--- src/bspf_map.vh ---
// register map, field positions and timing constants for the self-programming flash control
`ifndef BSPF_MAP_VH
`define BSPF_MAP_VH
`define BSPF_ADDR_W        14
`define BSPF_PAGE_W        7
`define BSPF_NCR_START     14'h3800
`define BSPF_BLS_256       14'h3f00
`define BSPF_BLS_512       14'h3e00
`define BSPF_BLS_1K        14'h3c00
`define BSPF_BLS_2K        14'h3800
`define BSPF_REG_CTRL      4'h0
`define BSPF_REG_ADDR      4'h1
`define BSPF_REG_STAT      4'h2
`define BSPF_REG_CFG       4'h3
`define BSPF_CTRL_START    0
`define BSPF_CTRL_ERASE    1
`define BSPF_CTRL_CLRBUSY  4
`define BSPF_CFG_SZ_LO     0
`define BSPF_CFG_SZ_HI     1
`define BSPF_CFG_BLB0_LO   2
`define BSPF_CFG_BLB0_HI   3
`define BSPF_CFG_BLB1_LO   4
`define BSPF_CFG_BLB1_HI   5
`define BSPF_CFG_RESET     8'h3f
`define BSPF_OP_NS         20000
`define BSPF_CLK_MHZ       40
`define BSPF_OP_CYC        ((`BSPF_OP_NS * `BSPF_CLK_MHZ) / 1000)
`define BSPF_CNT_W         16
`endif

--- src/bspf_region.v ---
// address classification into sections for the self-programming flash control
`include "bspf_map.vh"
`default_nettype none
module bspf_region (
  input  wire [`BSPF_ADDR_W-1:0] addr_in,
  input  wire [1:0]              boot_size_fuses_in,
  output wire                    in_boot_out,
  output wire                    in_ncr_out
);
  reg [`BSPF_ADDR_W-1:0] boot_start;
  always @* begin
    case (boot_size_fuses_in)
      2'h3:    boot_start = `BSPF_BLS_256;
      2'h2:    boot_start = `BSPF_BLS_512;
      2'h1:    boot_start = `BSPF_BLS_1K;
      default: boot_start = `BSPF_BLS_2K;
    endcase
  end
  // every boot start is at or above the fixed no-concurrent-read start
  assign in_boot_out = (addr_in >= boot_start);
  assign in_ncr_out  = (addr_in >= `BSPF_NCR_START);
endmodule
`default_nettype wire

--- src/bspf_timer.v ---
// programming duration counter
`include "bspf_map.vh"
`default_nettype none
module bspf_timer (
  input  wire clock_in,
  input  wire rst_in,
  input  wire ce_in,
  input  wire start_in,
  output wire done_out
);
  localparam [`BSPF_CNT_W-1:0] OP_CYC = `BSPF_OP_CYC;
  reg [`BSPF_CNT_W-1:0] count;
  reg                   run;
  always @(posedge clock_in) begin
    if (rst_in) begin
      count <= {`BSPF_CNT_W{1'b0}};
      run   <= 1'b0;
    end else if (ce_in) begin
      if (start_in) begin
        count <= OP_CYC - 16'h0001;
        run   <= 1'b1;
      end else if (run) begin
        if (count == {`BSPF_CNT_W{1'b0}})
          run <= 1'b0;
        else
          count <= count - 16'h0001;
      end
    end
  end
  assign done_out = run && (count == {`BSPF_CNT_W{1'b0}});
endmodule
`default_nettype wire

--- src/bspf_ctrl.v ---
// self-programming flash control: section checks, lock bits, stall and busy flag
// Operation
// - programming starts only if the store-program instr was fetched from the boot section
// - store-program instr fetched from application section starts no programming; it only sets the refused flag
// - from the boot section any flash address may be targeted
// - boot size fuses set the section boundary; each section has lock bits
// - lock set 0 guards the application section
// - lock set 1 guards the boot loader section
// - concurrent-read split is fixed, independent of boot size fuses
// - programming in concurrent-read section leaves other section readable
// - programming in no-concurrent-read section stalls the core until the done cycle, when the stall drops
// - concurrent-read section returns no valid code during any programming
// - boot loader section always lies inside no-concurrent-read section
// - busy flag reads one while concurrent-read section is blocked
// - busy flag holds after completion until software clears it
// - erase and write act on whole pages; reads ignore pages
`include "bspf_map.vh"
`default_nettype none
module bspf_ctrl (
  input  wire                    clock_in,
  input  wire                    rst_in,
  input  wire                    ce_in,
  input  wire                    wb_cyc_in,
  input  wire                    wb_stb_in,
  input  wire                    wb_we_in,
  input  wire [3:0]              wb_adr_in,
  input  wire [3:0]              wb_sel_in,
  input  wire [31:0]             wb_dat_in,
  output reg  [31:0]             wb_dat_out,
  output wire                    wb_ack_out,
  input  wire [`BSPF_ADDR_W-1:0] fetch_pc_in,
  input  wire [`BSPF_ADDR_W-1:0] read_addr_in,
  input  wire                    read_req_in,
  output wire                    read_valid_out,
  output wire                    core_stall_out,
  output reg                     prog_active_out,
  output reg                     prog_erase_out,
  output reg  [`BSPF_ADDR_W-1:0] prog_page_out,
  output wire                    prog_done_out
);
  localparam [2:0] ST_IDLE = 3'b001;
  localparam [2:0] ST_PROG = 3'b010;
  localparam [2:0] ST_DONE = 3'b100;

  reg  [2:0]              state;
  reg  [2:0]              next_state;
  reg  [7:0]              cfg;
  reg  [`BSPF_ADDR_W-1:0] target;
  reg                     busy;
  reg                     stall;
  reg                     ack;
  reg                     refused;
  wire                    pc_boot;
  wire                    pc_ncr;
  wire                    tgt_boot;
  wire                    tgt_ncr;
  wire                    rd_boot;
  wire                    rd_ncr;
  wire                    done;
  wire                    wr;
  wire                    start_req;
  wire                    clr_req;
  wire                    lock_app;
  wire                    lock_boot;
  wire                    allowed;
  wire                    go;

  // the boundary moves with the fuses, the concurrent-read split does not
  bspf_region u_pc (
    .addr_in            (fetch_pc_in),
    .boot_size_fuses_in (cfg[`BSPF_CFG_SZ_HI:`BSPF_CFG_SZ_LO]),
    .in_boot_out        (pc_boot),
    .in_ncr_out         (pc_ncr)
  );
  bspf_region u_tgt (
    .addr_in            (target),
    .boot_size_fuses_in (cfg[`BSPF_CFG_SZ_HI:`BSPF_CFG_SZ_LO]),
    .in_boot_out        (tgt_boot),
    .in_ncr_out         (tgt_ncr)
  );
  bspf_region u_rd (
    .addr_in            (read_addr_in),
    .boot_size_fuses_in (cfg[`BSPF_CFG_SZ_HI:`BSPF_CFG_SZ_LO]),
    .in_boot_out        (rd_boot),
    .in_ncr_out         (rd_ncr)
  );
  bspf_timer u_timer (
    .clock_in (clock_in),
    .rst_in   (rst_in),
    .ce_in    (ce_in),
    .start_in (go),
    .done_out (done)
  );

  wire unused_ok       = pc_ncr | rd_boot;
  wire unused_ok_dummy = 1'b0 & unused_ok;

  assign wr        = wb_cyc_in && wb_stb_in && wb_we_in && !ack && wb_sel_in[0];
  assign start_req = wr && (wb_adr_in == `BSPF_REG_CTRL) && wb_dat_in[`BSPF_CTRL_START];
  assign clr_req   = wr && (wb_adr_in == `BSPF_REG_CTRL) && wb_dat_in[`BSPF_CTRL_CLRBUSY];
  // lock bits programmed (0) on the low bit forbid store-program writes
  assign lock_app  = !cfg[`BSPF_CFG_BLB0_LO];
  assign lock_boot = !cfg[`BSPF_CFG_BLB1_LO];
  assign allowed   = pc_boot && (tgt_boot ? !lock_boot : !lock_app);
  assign go        = ce_in && start_req && (state == ST_IDLE) && allowed;

  always @* begin
    case (state)
      ST_IDLE: next_state = go ? ST_PROG : ST_IDLE;
      ST_PROG: next_state = done ? ST_DONE : ST_PROG;
      ST_DONE: next_state = ST_IDLE;
      default: next_state = ST_IDLE;
    endcase
  end

  always @(posedge clock_in) begin
    if (rst_in) begin
      state           <= ST_IDLE;
      cfg             <= `BSPF_CFG_RESET;
      target          <= {`BSPF_ADDR_W{1'b0}};
      busy            <= 1'b0;
      stall           <= 1'b0;
      ack             <= 1'b0;
      refused         <= 1'b0;
      wb_dat_out      <= 32'h00000000;
      prog_active_out <= 1'b0;
      prog_erase_out  <= 1'b0;
      prog_page_out   <= {`BSPF_ADDR_W{1'b0}};
    end else if (ce_in) begin
      state <= next_state;
      ack   <= wb_cyc_in && wb_stb_in && !ack;
      if (wr && wb_adr_in == `BSPF_REG_ADDR && state == ST_IDLE)
        target <= wb_dat_in[`BSPF_ADDR_W-1:0];
      if (wr && wb_adr_in == `BSPF_REG_CFG && state == ST_IDLE)
        cfg <= wb_dat_in[7:0];
      if (start_req && state == ST_IDLE)
        refused <= !allowed;
      if (go) begin
        // page-aligned address: the whole page is erased or written
        prog_page_out   <= {target[`BSPF_ADDR_W-1:`BSPF_PAGE_W],
                            {`BSPF_PAGE_W{1'b0}}};
        prog_erase_out  <= wb_dat_in[`BSPF_CTRL_ERASE];
        prog_active_out <= 1'b1;
        stall           <= tgt_ncr;
      end else if (done) begin
        prog_active_out <= 1'b0;
        stall           <= 1'b0;
      end
      // set wins over clear, and no clear while programming runs
      if (go)
        busy <= 1'b1;
      else if (clr_req && state == ST_IDLE && !prog_active_out)
        busy <= 1'b0;
      if (wb_cyc_in && wb_stb_in && !wb_we_in && !ack) begin
        case (wb_adr_in)
          `BSPF_REG_CTRL: wb_dat_out <= {26'h0000000, busy, 4'h0, prog_active_out};
          `BSPF_REG_ADDR: wb_dat_out <= {18'h00000, target};
          `BSPF_REG_STAT: wb_dat_out <= {29'h00000000, refused, stall, busy};
          `BSPF_REG_CFG:  wb_dat_out <= {24'h000000, cfg};
          default:        wb_dat_out <= 32'h00000000;
        endcase
      end
    end
  end

  assign wb_ack_out     = ack;
  assign prog_done_out  = done && ce_in;
  // stall drops combinationally with done so fetch resumes that very cycle
  assign core_stall_out = stall && !done;
  // reads of the no-concurrent-read section stay served unless core_stall_out is high; blocked region gets no valid code
  assign read_valid_out = read_req_in && (rd_ncr || !busy) && !core_stall_out
                          && !unused_ok_dummy;
endmodule
`default_nettype wire

--- config.mk ---
export PLATFORM = sky130hd
export DESIGN_NAME = bspf_ctrl
export DESIGN_NICKNAME = d
export VERILOG_FILES = /design/src/bspf_region.v /design/src/bspf_timer.v /design/src/bspf_ctrl.v
export VERILOG_INCLUDE_DIRS = /design/src /design/src/src
export SDC_FILE = /design/constraint.sdc
export NUM_CORES = 1
export LEC_CHECK = 0
export ABC_AREA = 1
export BUFFER_PORTS_ARGS = -buffer_cell sky130_fd_sc_hd__buf_2
export CELL_PAD_IN_SITES_DETAIL_PLACEMENT = 1
export CELL_PAD_IN_SITES_GLOBAL_PLACEMENT = 1
export CORE_ASPECT_RATIO = 1.4
export CORE_UTILIZATION = 25
export DETAILED_ROUTE_END_ITERATION = 10
export HOLD_SLACK_MARGIN = 0.12
export PLACE_DENSITY = 0.57
export SLEW_MARGIN = 20
export SYNTH_ARGS = -nofsm -noshare
export SYNTH_HDL_FRONTEND = slang
export SYNTH_SLANG_ARGS = --single-unit
--- constraint.sdc ---
create_clock -name clock_in -period 6 [get_ports clock_in]
set_input_delay 0.9 -clock clock_in [delete_from_list [all_inputs] [get_ports clock_in]]
set_output_delay 0.9 -clock clock_in [all_outputs]
set_load 0.005 [all_outputs]
## After elaboration in Yosys (flattened, before gate mapping)

Cells that the tools add are included.

- Register bits after elaboration: 87
- Input port bits: 75
- Output and inout bits: 52

- Eq/ne operators: 9
- Magnitude comparators: 4
- Muxes and demuxes: 17
- $add $sub $neg: 1
- Reduce and logical (&&, ||, !) cells: 47

Operators with widths:

| operator | count |
|---|---|
| 14-bit case mux with 4 select lines | 1 |
| 16-bit 2-to-1 mux | 3 |
| 11-bit case mux with 3 select lines | 1 |
| 14-bit >= comparator | 2 |
| 14-bit >= comparator (second input constant) | 2 |
| 1-bit logical AND | 26 |
| 16-bit logical NOT | 1 |
| 16-bit by 1-bit subtractor with 16-bit output (second input constant) | 1 |
| 2-bit AND reduction | 7 |
| 1-bit 2-to-1 mux | 9 |
| 4-bit by 2-bit equality test with 1-bit output (second input constant) | 2 |
| 1-bit logical NOT | 7 |
| 3-bit case mux with 2 select lines | 1 |
| 2-bit nonzero test | 3 |
| 2-bit equality test (second input constant) | 2 |
| 4-bit by 1-bit equality test with 1-bit output (second input constant) | 1 |
| 4-bit logical NOT | 1 |
| 3-bit by 1-bit equality test with 1-bit output (second input constant) | 1 |
| 3-bit by 2-bit equality test with 1-bit output (second input constant) | 1 |
| 3-bit 2-to-1 mux | 1 |
| 3-bit AND reduction | 1 |
| 2-bit by 1-bit equality test with 1-bit output (second input constant) | 1 |
| 2-bit 2-to-1 mux | 1 |
| 2-bit != test (second input constant) | 1 |
| 1-bit logical OR | 1 |

## Longest topological paths before layout

Gate-level depths: netlist of run 1.

- Word-level depth: 11
- Mapped depth: 17
- Mapped depth without buffers: 17

## Cells and area by module

A second synthesis of run 1 with hierarchy kept.

- Cells, all modules: 627
- Area total of the unflattened synthesis: 4,166.5 µm²

By module, submodules not included:

| module | cells each | times used | sequential area each (µm²) | area an instance (µm²) |
|---|---|---|---|---|
| bspf_ctrl | 333 | 1 | 1,041.0 | 2,474.9 |
| bspf_timer | 192 | 1 | 340.3 | 1,211.2 |
| bspf_region | 34 | 3 | 0.0 | 160.2 |

## Worst setup path after synthesis of run 1

Ideal clock, no wire load.

- Kind: input port to flip-flop
- From: input fetch_pc_in[9]
- To: register u_timer.count[5]
- Stages on the path: 14
- Path slack: 3.584 ns
- Data arrival time: 2.303 ns
- Path buffers: 1
- Setup time: 0.113 ns
- Cell sequence: ha_1 nand2_1 nand2_1 nand2_1 nand2_1 a21oi_1 nor2_8 nand2_4 nand2_4 nand2_2 buf_6 inv_2 nor2_1 nor2_1

- Cells in the longest elaborated chain, start to end: 5

Ends and longest elaborated chain:

| what | RTL line | source |
|---|---|---|
| start: declaration | bspf_ctrl.v:31 | `` input wire [`BSPF_ADDR_W-1:0] fetch_pc_in, `` |
| 14-bit >= comparator (*) | bspf_region.v:20 | `assign in_boot_out = (addr_in >= boot_start);` |
| 1-bit logical AND (*) | bspf_ctrl.v:104 | `assign allowed = pc_boot && (tgt_boot ? !lock_boot : !lock_app);` |
| 1-bit logical AND (*) | bspf_ctrl.v:105 | `assign go = ce_in && start_req && (state == ST_IDLE) && allowed;` |
| 2-bit != test (no source line) / 2-bit nonzero test (equally long branches) | - |  |
| 3-bit AND reduction (no source line) | - |  |
| end signal: assignment | bspf_timer.v:16 | `` count <= {`BSPF_CNT_W{1'b0}}; `` |
| end signal: assignment | bspf_timer.v:20 | `count <= OP_CYC - 16'h0001;` |
| end signal: assignment | bspf_timer.v:26 | `count <= count - 16'h0001;` |
| end: declaration | bspf_timer.v:12 | `` reg [`BSPF_CNT_W-1:0] count; `` |

Mark *: on every way between the ends. The rest lies on a longest branch, timed or not.
A chain may end at the register's enable or synchronous reset.

## Worst setup path after layout of run 1

- From: register u_timer.count[0]
- To: output read_valid_out

- Cells in the longest elaborated chain, start to end: 6

Ends and longest elaborated chain:

| what | RTL line | source |
|---|---|---|
| 16-bit logical NOT | bspf_timer.v:30 | `` assign done_out = run && (count == {`BSPF_CNT_W{1'b0}}); `` |
| 1-bit logical AND | bspf_timer.v:30 |  |
| 1-bit logical NOT | bspf_ctrl.v:169 | `assign core_stall_out = stall && !done;` |
| 1-bit logical AND | bspf_ctrl.v:169 |  |
| 1-bit logical NOT | bspf_ctrl.v:171 | `assign read_valid_out = read_req_in && (rd_ncr \|\| !busy) && !core_stall_out` |
| 1-bit logical AND | bspf_ctrl.v:171 |  |
| end: declaration | bspf_ctrl.v:34 | `output wire read_valid_out,` |

No other way between the ends.

==> reports/results.tsv, run 1 <==
metric	value	unit
core footprint	14600	µm²
static leakage	2.15	nW
min-delay worst type	reg2reg	
Worst setup SP type	register	
Inserted Clock Buffers	9	
first-pass GRT wire length	18400	µm
Die ar.	15500	µm²
fmax	331	MHz
post-place setup slack	2.79	ns
Worst VDD drop	103	µV
pin count of the biggest net entering global routing	40	
area leader, netlist	dfxtp_1	
CTS Hold Bufs	0	
outcome	complete, no violations	
FP Rows	52	
Power Dens Cells	239	nW/µm²
CTS H-tree depth	3	
dpl hpwl	8720	µm
hold slack	0.462	ns
post_cts resized	0	
clock sinks	69	
Unique masters post-synth	34	
placed cell areas	4140	µm²
CP arrival	2.12	ns
Die X	105	µm
Final nets	693	
leading register cell type out of synthesis	dfxtp_1	
Root Driver	clkbuf_16	
max-cap violations	0	
Mapped Cells	551	
gr usage total	0.153	
setup TNS	0	ns
final critical-path share of the clock period	0.504	
final worst slack	2.98	ns
clk_skew	0.00473	ns
Critical Path RT	5.10	ns
ratio of cells with drive above 1 in the final layout	0.162	
DIE HEIGHT	147	µm
Initial DRC Count	99	
most numerous cell in the Yosys netlist	nand2_1	
initial antenna violation count	0	
Post-Syn Area	3750	µm²
CTS tree	done	
RSZ-0062 raised after global routing	no	
I/O pin count	127	
GR Overflow Total	0	
post-route minimum period	3.02	ns
ANT nets after route	0	
post-CTS setup buffers	0	
CTS Buffer Depth	2	
Starting Density	0.257	
top cell type's share of synthesized area	0.369	
relative slew slack	0.394	
CP max FO	3	
drt via density	4.55	
Synth top cells by count	124 x nand2_1, 75 x inv_1, 69 x dfxtp_1	
Antenna diodes	0	
Post-synth EDFFs	0	
DR WL/cell	14.2	µm
clk_lat worst skew	0.34	ns
fillers	1917	
vias in the first global route	3806	
setup violators final	0	
Max Transition Viols Final	0	
Worst Tran Pin Value	0.906	ns
Area Growth Syn to Fin	18.6	%
average size of a mapped cell	6.80	µm²
Crit. End Element	output port	
clock-pin transition on the worst setup and hold timing paths	0.06	ns
fraction of registers with async set/reset	0	
WL final	11400	µm
Detailed Routing Iterations Pass 1	5	
DRC Markers	0	
sequential area share after synthesis	0.369	
via count	3664	
GP Congestion	0.742	
Yosys reg bits	69	
Final Hold Fails	0	
port buffer count	69	
worst setup path class	reg2out	
Ys Warns	0	
final instance area	4440	µm²
largest cells by area after synthesis	dfxtp_1 37%, nand2_1 12%, inv_1 7.5%, a21oi_1 7.3%, nand3_1 5.7%	
==> through the flow <==
stage | power (W) | utilization | cells
after floorplan | 0.000516 | - | 575
after global placement | 0.000528 | 0.284 | 789
after detailed placement | 0.000529 | 0.284 | 789
after CTS | 0.00107 | 0.305 | 805
after global routing | 0.00110 | 0.305 | 805
final | 0.00106 | 0.305 | 805
==> critical path, cell delays in order (launching register included) <==
cell and delay [ns]:
dfxtp_1 0.32, inv_1 0.09, ha_1 0.23, nand2_1 0.14, nor2_1 0.22, nor3b_2 0.24
nand2_1 0.10, nand2_1 0.13, nand2_1 0.06, a21oi_1 0.12, buf_2 0.14
==> flip-flops by register name (all words and copies together) (netlist names) <==
signal / flops
prog_active_out: 1
cfg: 8
stall: 1
target: 14
state: 3
refused: 1
u_timer.run: 1
wb_dat_out: 14
prog_page_out: 7
prog_erase_out: 1
wb_ack_out: 1
u_timer.count: 16
busy: 1
==> power breakdown <==
group          internal (W)  switching [W]  total (W)
logic             0.0000195      0.0000389  0.0000584
clock network      0.000331       0.000211   0.000542
registers          0.000459     0.00000106   0.000460
==> layout make-up <==
type | count | area (µm²) | area share
clock inverters | 6 | 62.6 | 0.0141
well taps | 189 | 236 | 0.0532
multi-input cells | 384 | 1880 | 0.424
repair buffers | 70 | 353 | 0.0794
inverters | 77 | 289 | 0.0651
clock buffers | 10 | 239 | 0.0538
flip-flops and latches | 69 | 1380 | 0.311
==> cell families (layout without fill, tap and decap cells) <==
| logic type | count (synthesis) | count (layout) | share of synthesized area |
|---|---|---|---|
| other cells | 1 | 25 | 0.00100 |
| buf+inv | 122 | 163 | 0.153 |
| simple gates | 250 | 250 | 0.304 |
| fa+ha+maj | 7 | 7 | 0.0234 |
| xor+xnor | 6 | 6 | 0.0140 |
| compound gates | 96 | 96 | 0.136 |
| flops | 69 | 69 | 0.369 |
==> routing by layer <==
metal / vias up / GRT usage / share of wire
met5: - / 0 / 0
met4: 0 / 0.0676 / 0.021
met3: 15 / 0.0240 / 0.029
met2: 59 / 0.302 / 0.56
met1: 1755 / 0.156 / 0.39
li1: 1835 / - / -
==> worst paths after layout <==
path                                        from                to  slack [ns]  depth (start not counted)
worst max register to register            cfg[0]  u_timer.count[7]        3.32                         15
worst min register to register     wb_dat_out[7]     wb_dat_out[7]        0.46                          2
worst max-delay path            u_timer.count[0]    read_valid_out        2.98                         10
worst min-delay path               wb_dat_out[7]     wb_dat_out[7]        0.46                          2
==> layout by cell type (no fill, tap or decap), drive strengths merged, types with 4 or more instances in the layout <==
| cell type | n |
|---|---|
| a21oi | 55 |
| o211ai | 4 |
| nand4 | 11 |
| ha | 7 |
| conb | 25 |
| clkbuf | 10 |
| buf | 70 |
| o21ai | 29 |
| inv | 77 |
| nor3 | 5 |
| dfxtp | 69 |
| xor2 | 4 |
| nor2 | 57 |
| nand2 | 129 |
| nand3 | 45 |
Note: power is estimated with default switching activity, not from simulation.
==> inputs of run 2 (changes only) <==
==> constraint.sdc (replaced) <==
create_clock -name clock_in -period 3.06 [get_ports clock_in]
set_input_delay 0.459 -clock clock_in [delete_from_list [all_inputs] [get_ports clock_in]]
set_output_delay 0.459 -clock clock_in [all_outputs]
set_load 0.005 [all_outputs]
==> run 2 against run 1 <==
Worst setup slack got worse by 2.4 ns. Flip-flop and latch count did not move. Power rose by 110%. Sequential share of layout area fell by 0.75 points. Via count rose by 1.0%. Clock skew rose by 0.00097 ns. Core utilization rose by 0.76 points. Count of clock-buffer cells in the layout fell by 1. Sequential power rose by 96%. Final cell count rose by 1.1%. Critical path depth did not move. Largest cell class unchanged. Clock power rose by 110%. Critical path type unchanged.
==> reports/results.tsv, run 2 (synthesis gave the netlist of run 1 again) <==
metric	value	unit	change
RSZ-0062 raised after global routing	no		
fmax	401	MHz	
setup TNS	0	ns	unchanged
Worst Tran Pin Value	0.885	ns	-0.0208 ns
pin count of the biggest net entering global routing	27		-33%
internal power	0.00167	W	+110%
via count	3701		+1.0%
post-CTS setup buffers	0		unchanged
net switching power	0.000514	W	+110%
I/O pin count	127		unchanged
clock network power share	0.531		+0.020
DIE HEIGHT	147	µm	unchanged
drt via density	4.55		-0.11%
Area Growth Syn to Fin	21.5	%	
gr usage total	0.154		+0.000295
clock sinks	69		unchanged
final critical-path share of the clock period	0.816		
initial antenna violation count	0		unchanged
FP Rows	52		unchanged
outcome	complete, no violations		
hold endpoint	cfg[3]		
Die X	105	µm	unchanged
biggest regs	u_timer.count x16, target x14, wb_dat_out x14		
Worst path slowest cell	dfxtp_1		
Top reg by flops	u_timer.count		
most common library cell in the layout ignoring fill and taps	nand2_1		
Critical Path RT	2.60	ns	-2.50 ns
Antenna diodes	0		unchanged
placed instance count	798		+1.1%
post-route minimum period	2.50	ns	
first-pass GRT wire length	18300	µm	-0.45%
Crit. End Element	output port		
Final nets	702		+1.3%
core footprint	14600	µm²	unchanged
Worst VDD drop	291	µV	+180%
Max Transition Viols Final	0		unchanged
reg-to-reg startpoint	u_timer.count[0]		
critical path cell sequence	inv_1 -> ha_1 -> nand2_1 -> nor2_1 -> nor3b_2 -> nand2_1 -> nand2_1 -> nand2_1 -> a21oi_1 -> buf_2		
CP Buf/Inv Count	2		unchanged
number of flip-flops under the largest register name	16		unchanged
FF-to-FF path depth	13		-2
beginning of the worst hold path	wb_dat_in[3]		
CP top delay family	simple AND/OR/NAND/NOR gates		
post_cts resized	0		unchanged
dpl hpwl	8980	µm	+3.0%
CTS Hold Bufs	0		unchanged
Initial DRC Count	91		-8.1%
R2R setup slack	0.61	ns	-2.71 ns
Die ar.	15500	µm²	unchanged
CTS Buffer Depth	2		unchanged
DRC Markers	0		unchanged
CP max FO	3		unchanged
Comb power frac	0.056		about the same
post-place setup slack	0.592	ns	-2.19 ns
ratio of cells with drive above 1 in the final layout	0.174		+0.0121
min-delay worst type	in2reg		
sw frac	0.235		-0.00117
GP Congestion	0.791		+6.6%
CP arrival	2.04	ns	-0.08 ns
clock-pin transition on the worst setup and hold timing paths	0.06	ns	about the same
fillers	1887		-1.6%
DR WL/cell	14.1	µm	-0.52%
GR Overflow Total	0		unchanged
max-cap violations	0		unchanged
Inserted Clock Buffers	9		unchanged
vias in the first global route	3698		-2.8%
clk_skew	0.00571	ns	+0.000975 ns
Most common cell on crit path	nand2_1		
sequential share of power	0.413		-0.021
ANT nets after route	0		unchanged
port buffer count	69		unchanged
relative slew slack	0.409		+0.0154
clk_lat worst skew	0.34	ns	about the same
Final Hold Fails	0		unchanged
most frequent cells in the layout	124 x nand2_1, 75 x inv_1, 69 x dfxtp_1, 69 x buf_2, 55 x a21oi_1		
r2r endpoint	u_timer.count[7]		
Power Dens Cells	480	nW/µm²	+100%
setup violators final	0		unchanged
fin cells	814		+1.1%
Starting Density	0.257		unchanged
CTS H-tree depth	3		unchanged
Detailed Routing Iterations Pass 1	4		-1
Root Driver	clkbuf_16		
static leakage	2.21	nW	+3.2%
final worst slack	0.563	ns	-2.41 ns
CTS tree	done		
hold path depth	3		+1
slowest cell delay on critical path	0.31	ns	about the same
worst setup path class	reg2out		
WL final	11500	µm	+0.59%
Worst setup SP type	register		
## run 2: cell types whose count changed in the layout (fill, tap and decap cells not counted), sizes merged
cell,delta
inv,+3
clkbuf,-1
bufinv,+1
clkinvlp,-3
buf,+9
## run 2: how the worst max path moves through the flow
stage                           from           endpoint  cells past startpoint
floorplan             fetch_pc_in[9]   u_timer.count[5]                     14
global placement    u_timer.count[0]   u_timer.count[7]                     13
detailed placement            cfg[0]  prog_page_out[10]                     10
CTS                 u_timer.count[0]     read_valid_out                     10
global route                  cfg[0]  prog_page_out[10]                     10
finish              u_timer.count[0]     read_valid_out                     10
## run 2: metal layers
layer | GRT usage | vias to the layer above | part of all wire
li1 | - | 1858 | -
met1 | 0.155 | 1762 | 0.39
met2 | 0.301 | 62 | 0.55
met3 | 0.0280 | 19 | 0.028
met4 | 0.0669 | 0 | 0.028
met5 | 0 | - | 0
## run 2: final cells by class
cell class | count | area (µm²) | share of cell area
inverter | 77 | 289 | 0.0635
clock buffer | 9 | 225 | 0.0495
multi-input combinational | 384 | 1880 | 0.413
tap | 189 | 236 | 0.0519
sequential | 69 | 1380 | 0.303
clock inverter | 7 | 106 | 0.0234
timing repair buffer | 79 | 433 | 0.0951
## run 2: worst min-delay path, delay by kind of cell
family | cells | cell delay, ns
and+or+nand+nor | 2 | 0.14
buffers and inverters | 1 | 0.09
## run 2: power by group through the flow
stage	logic, W	registers [W]	clock network (W)
2_1_floorplan	0.0000888	0.000922	0
3_3_place_gp	0.000121	0.000922	0
3_5_place_dp	0.000123	0.000923	0
4_1_cts	0.000124	0.000902	0.00120
5_1_grt	0.000139	0.000902	0.00124
6_report	0.000123	0.000903	0.00116
## run 2: through the flow
stage	area [µm²]	hold slack (ns)	util	power, W
floorplan	3840	0.427	-	0.00101
global placement	4220	0.443	0.290	0.00104
detailed placement	4220	0.460	0.290	0.00105
CTS	4550	0.371	0.312	0.00222
global route	4550	0.398	0.312	0.00228
finish	4550	0.379	0.312	0.00219
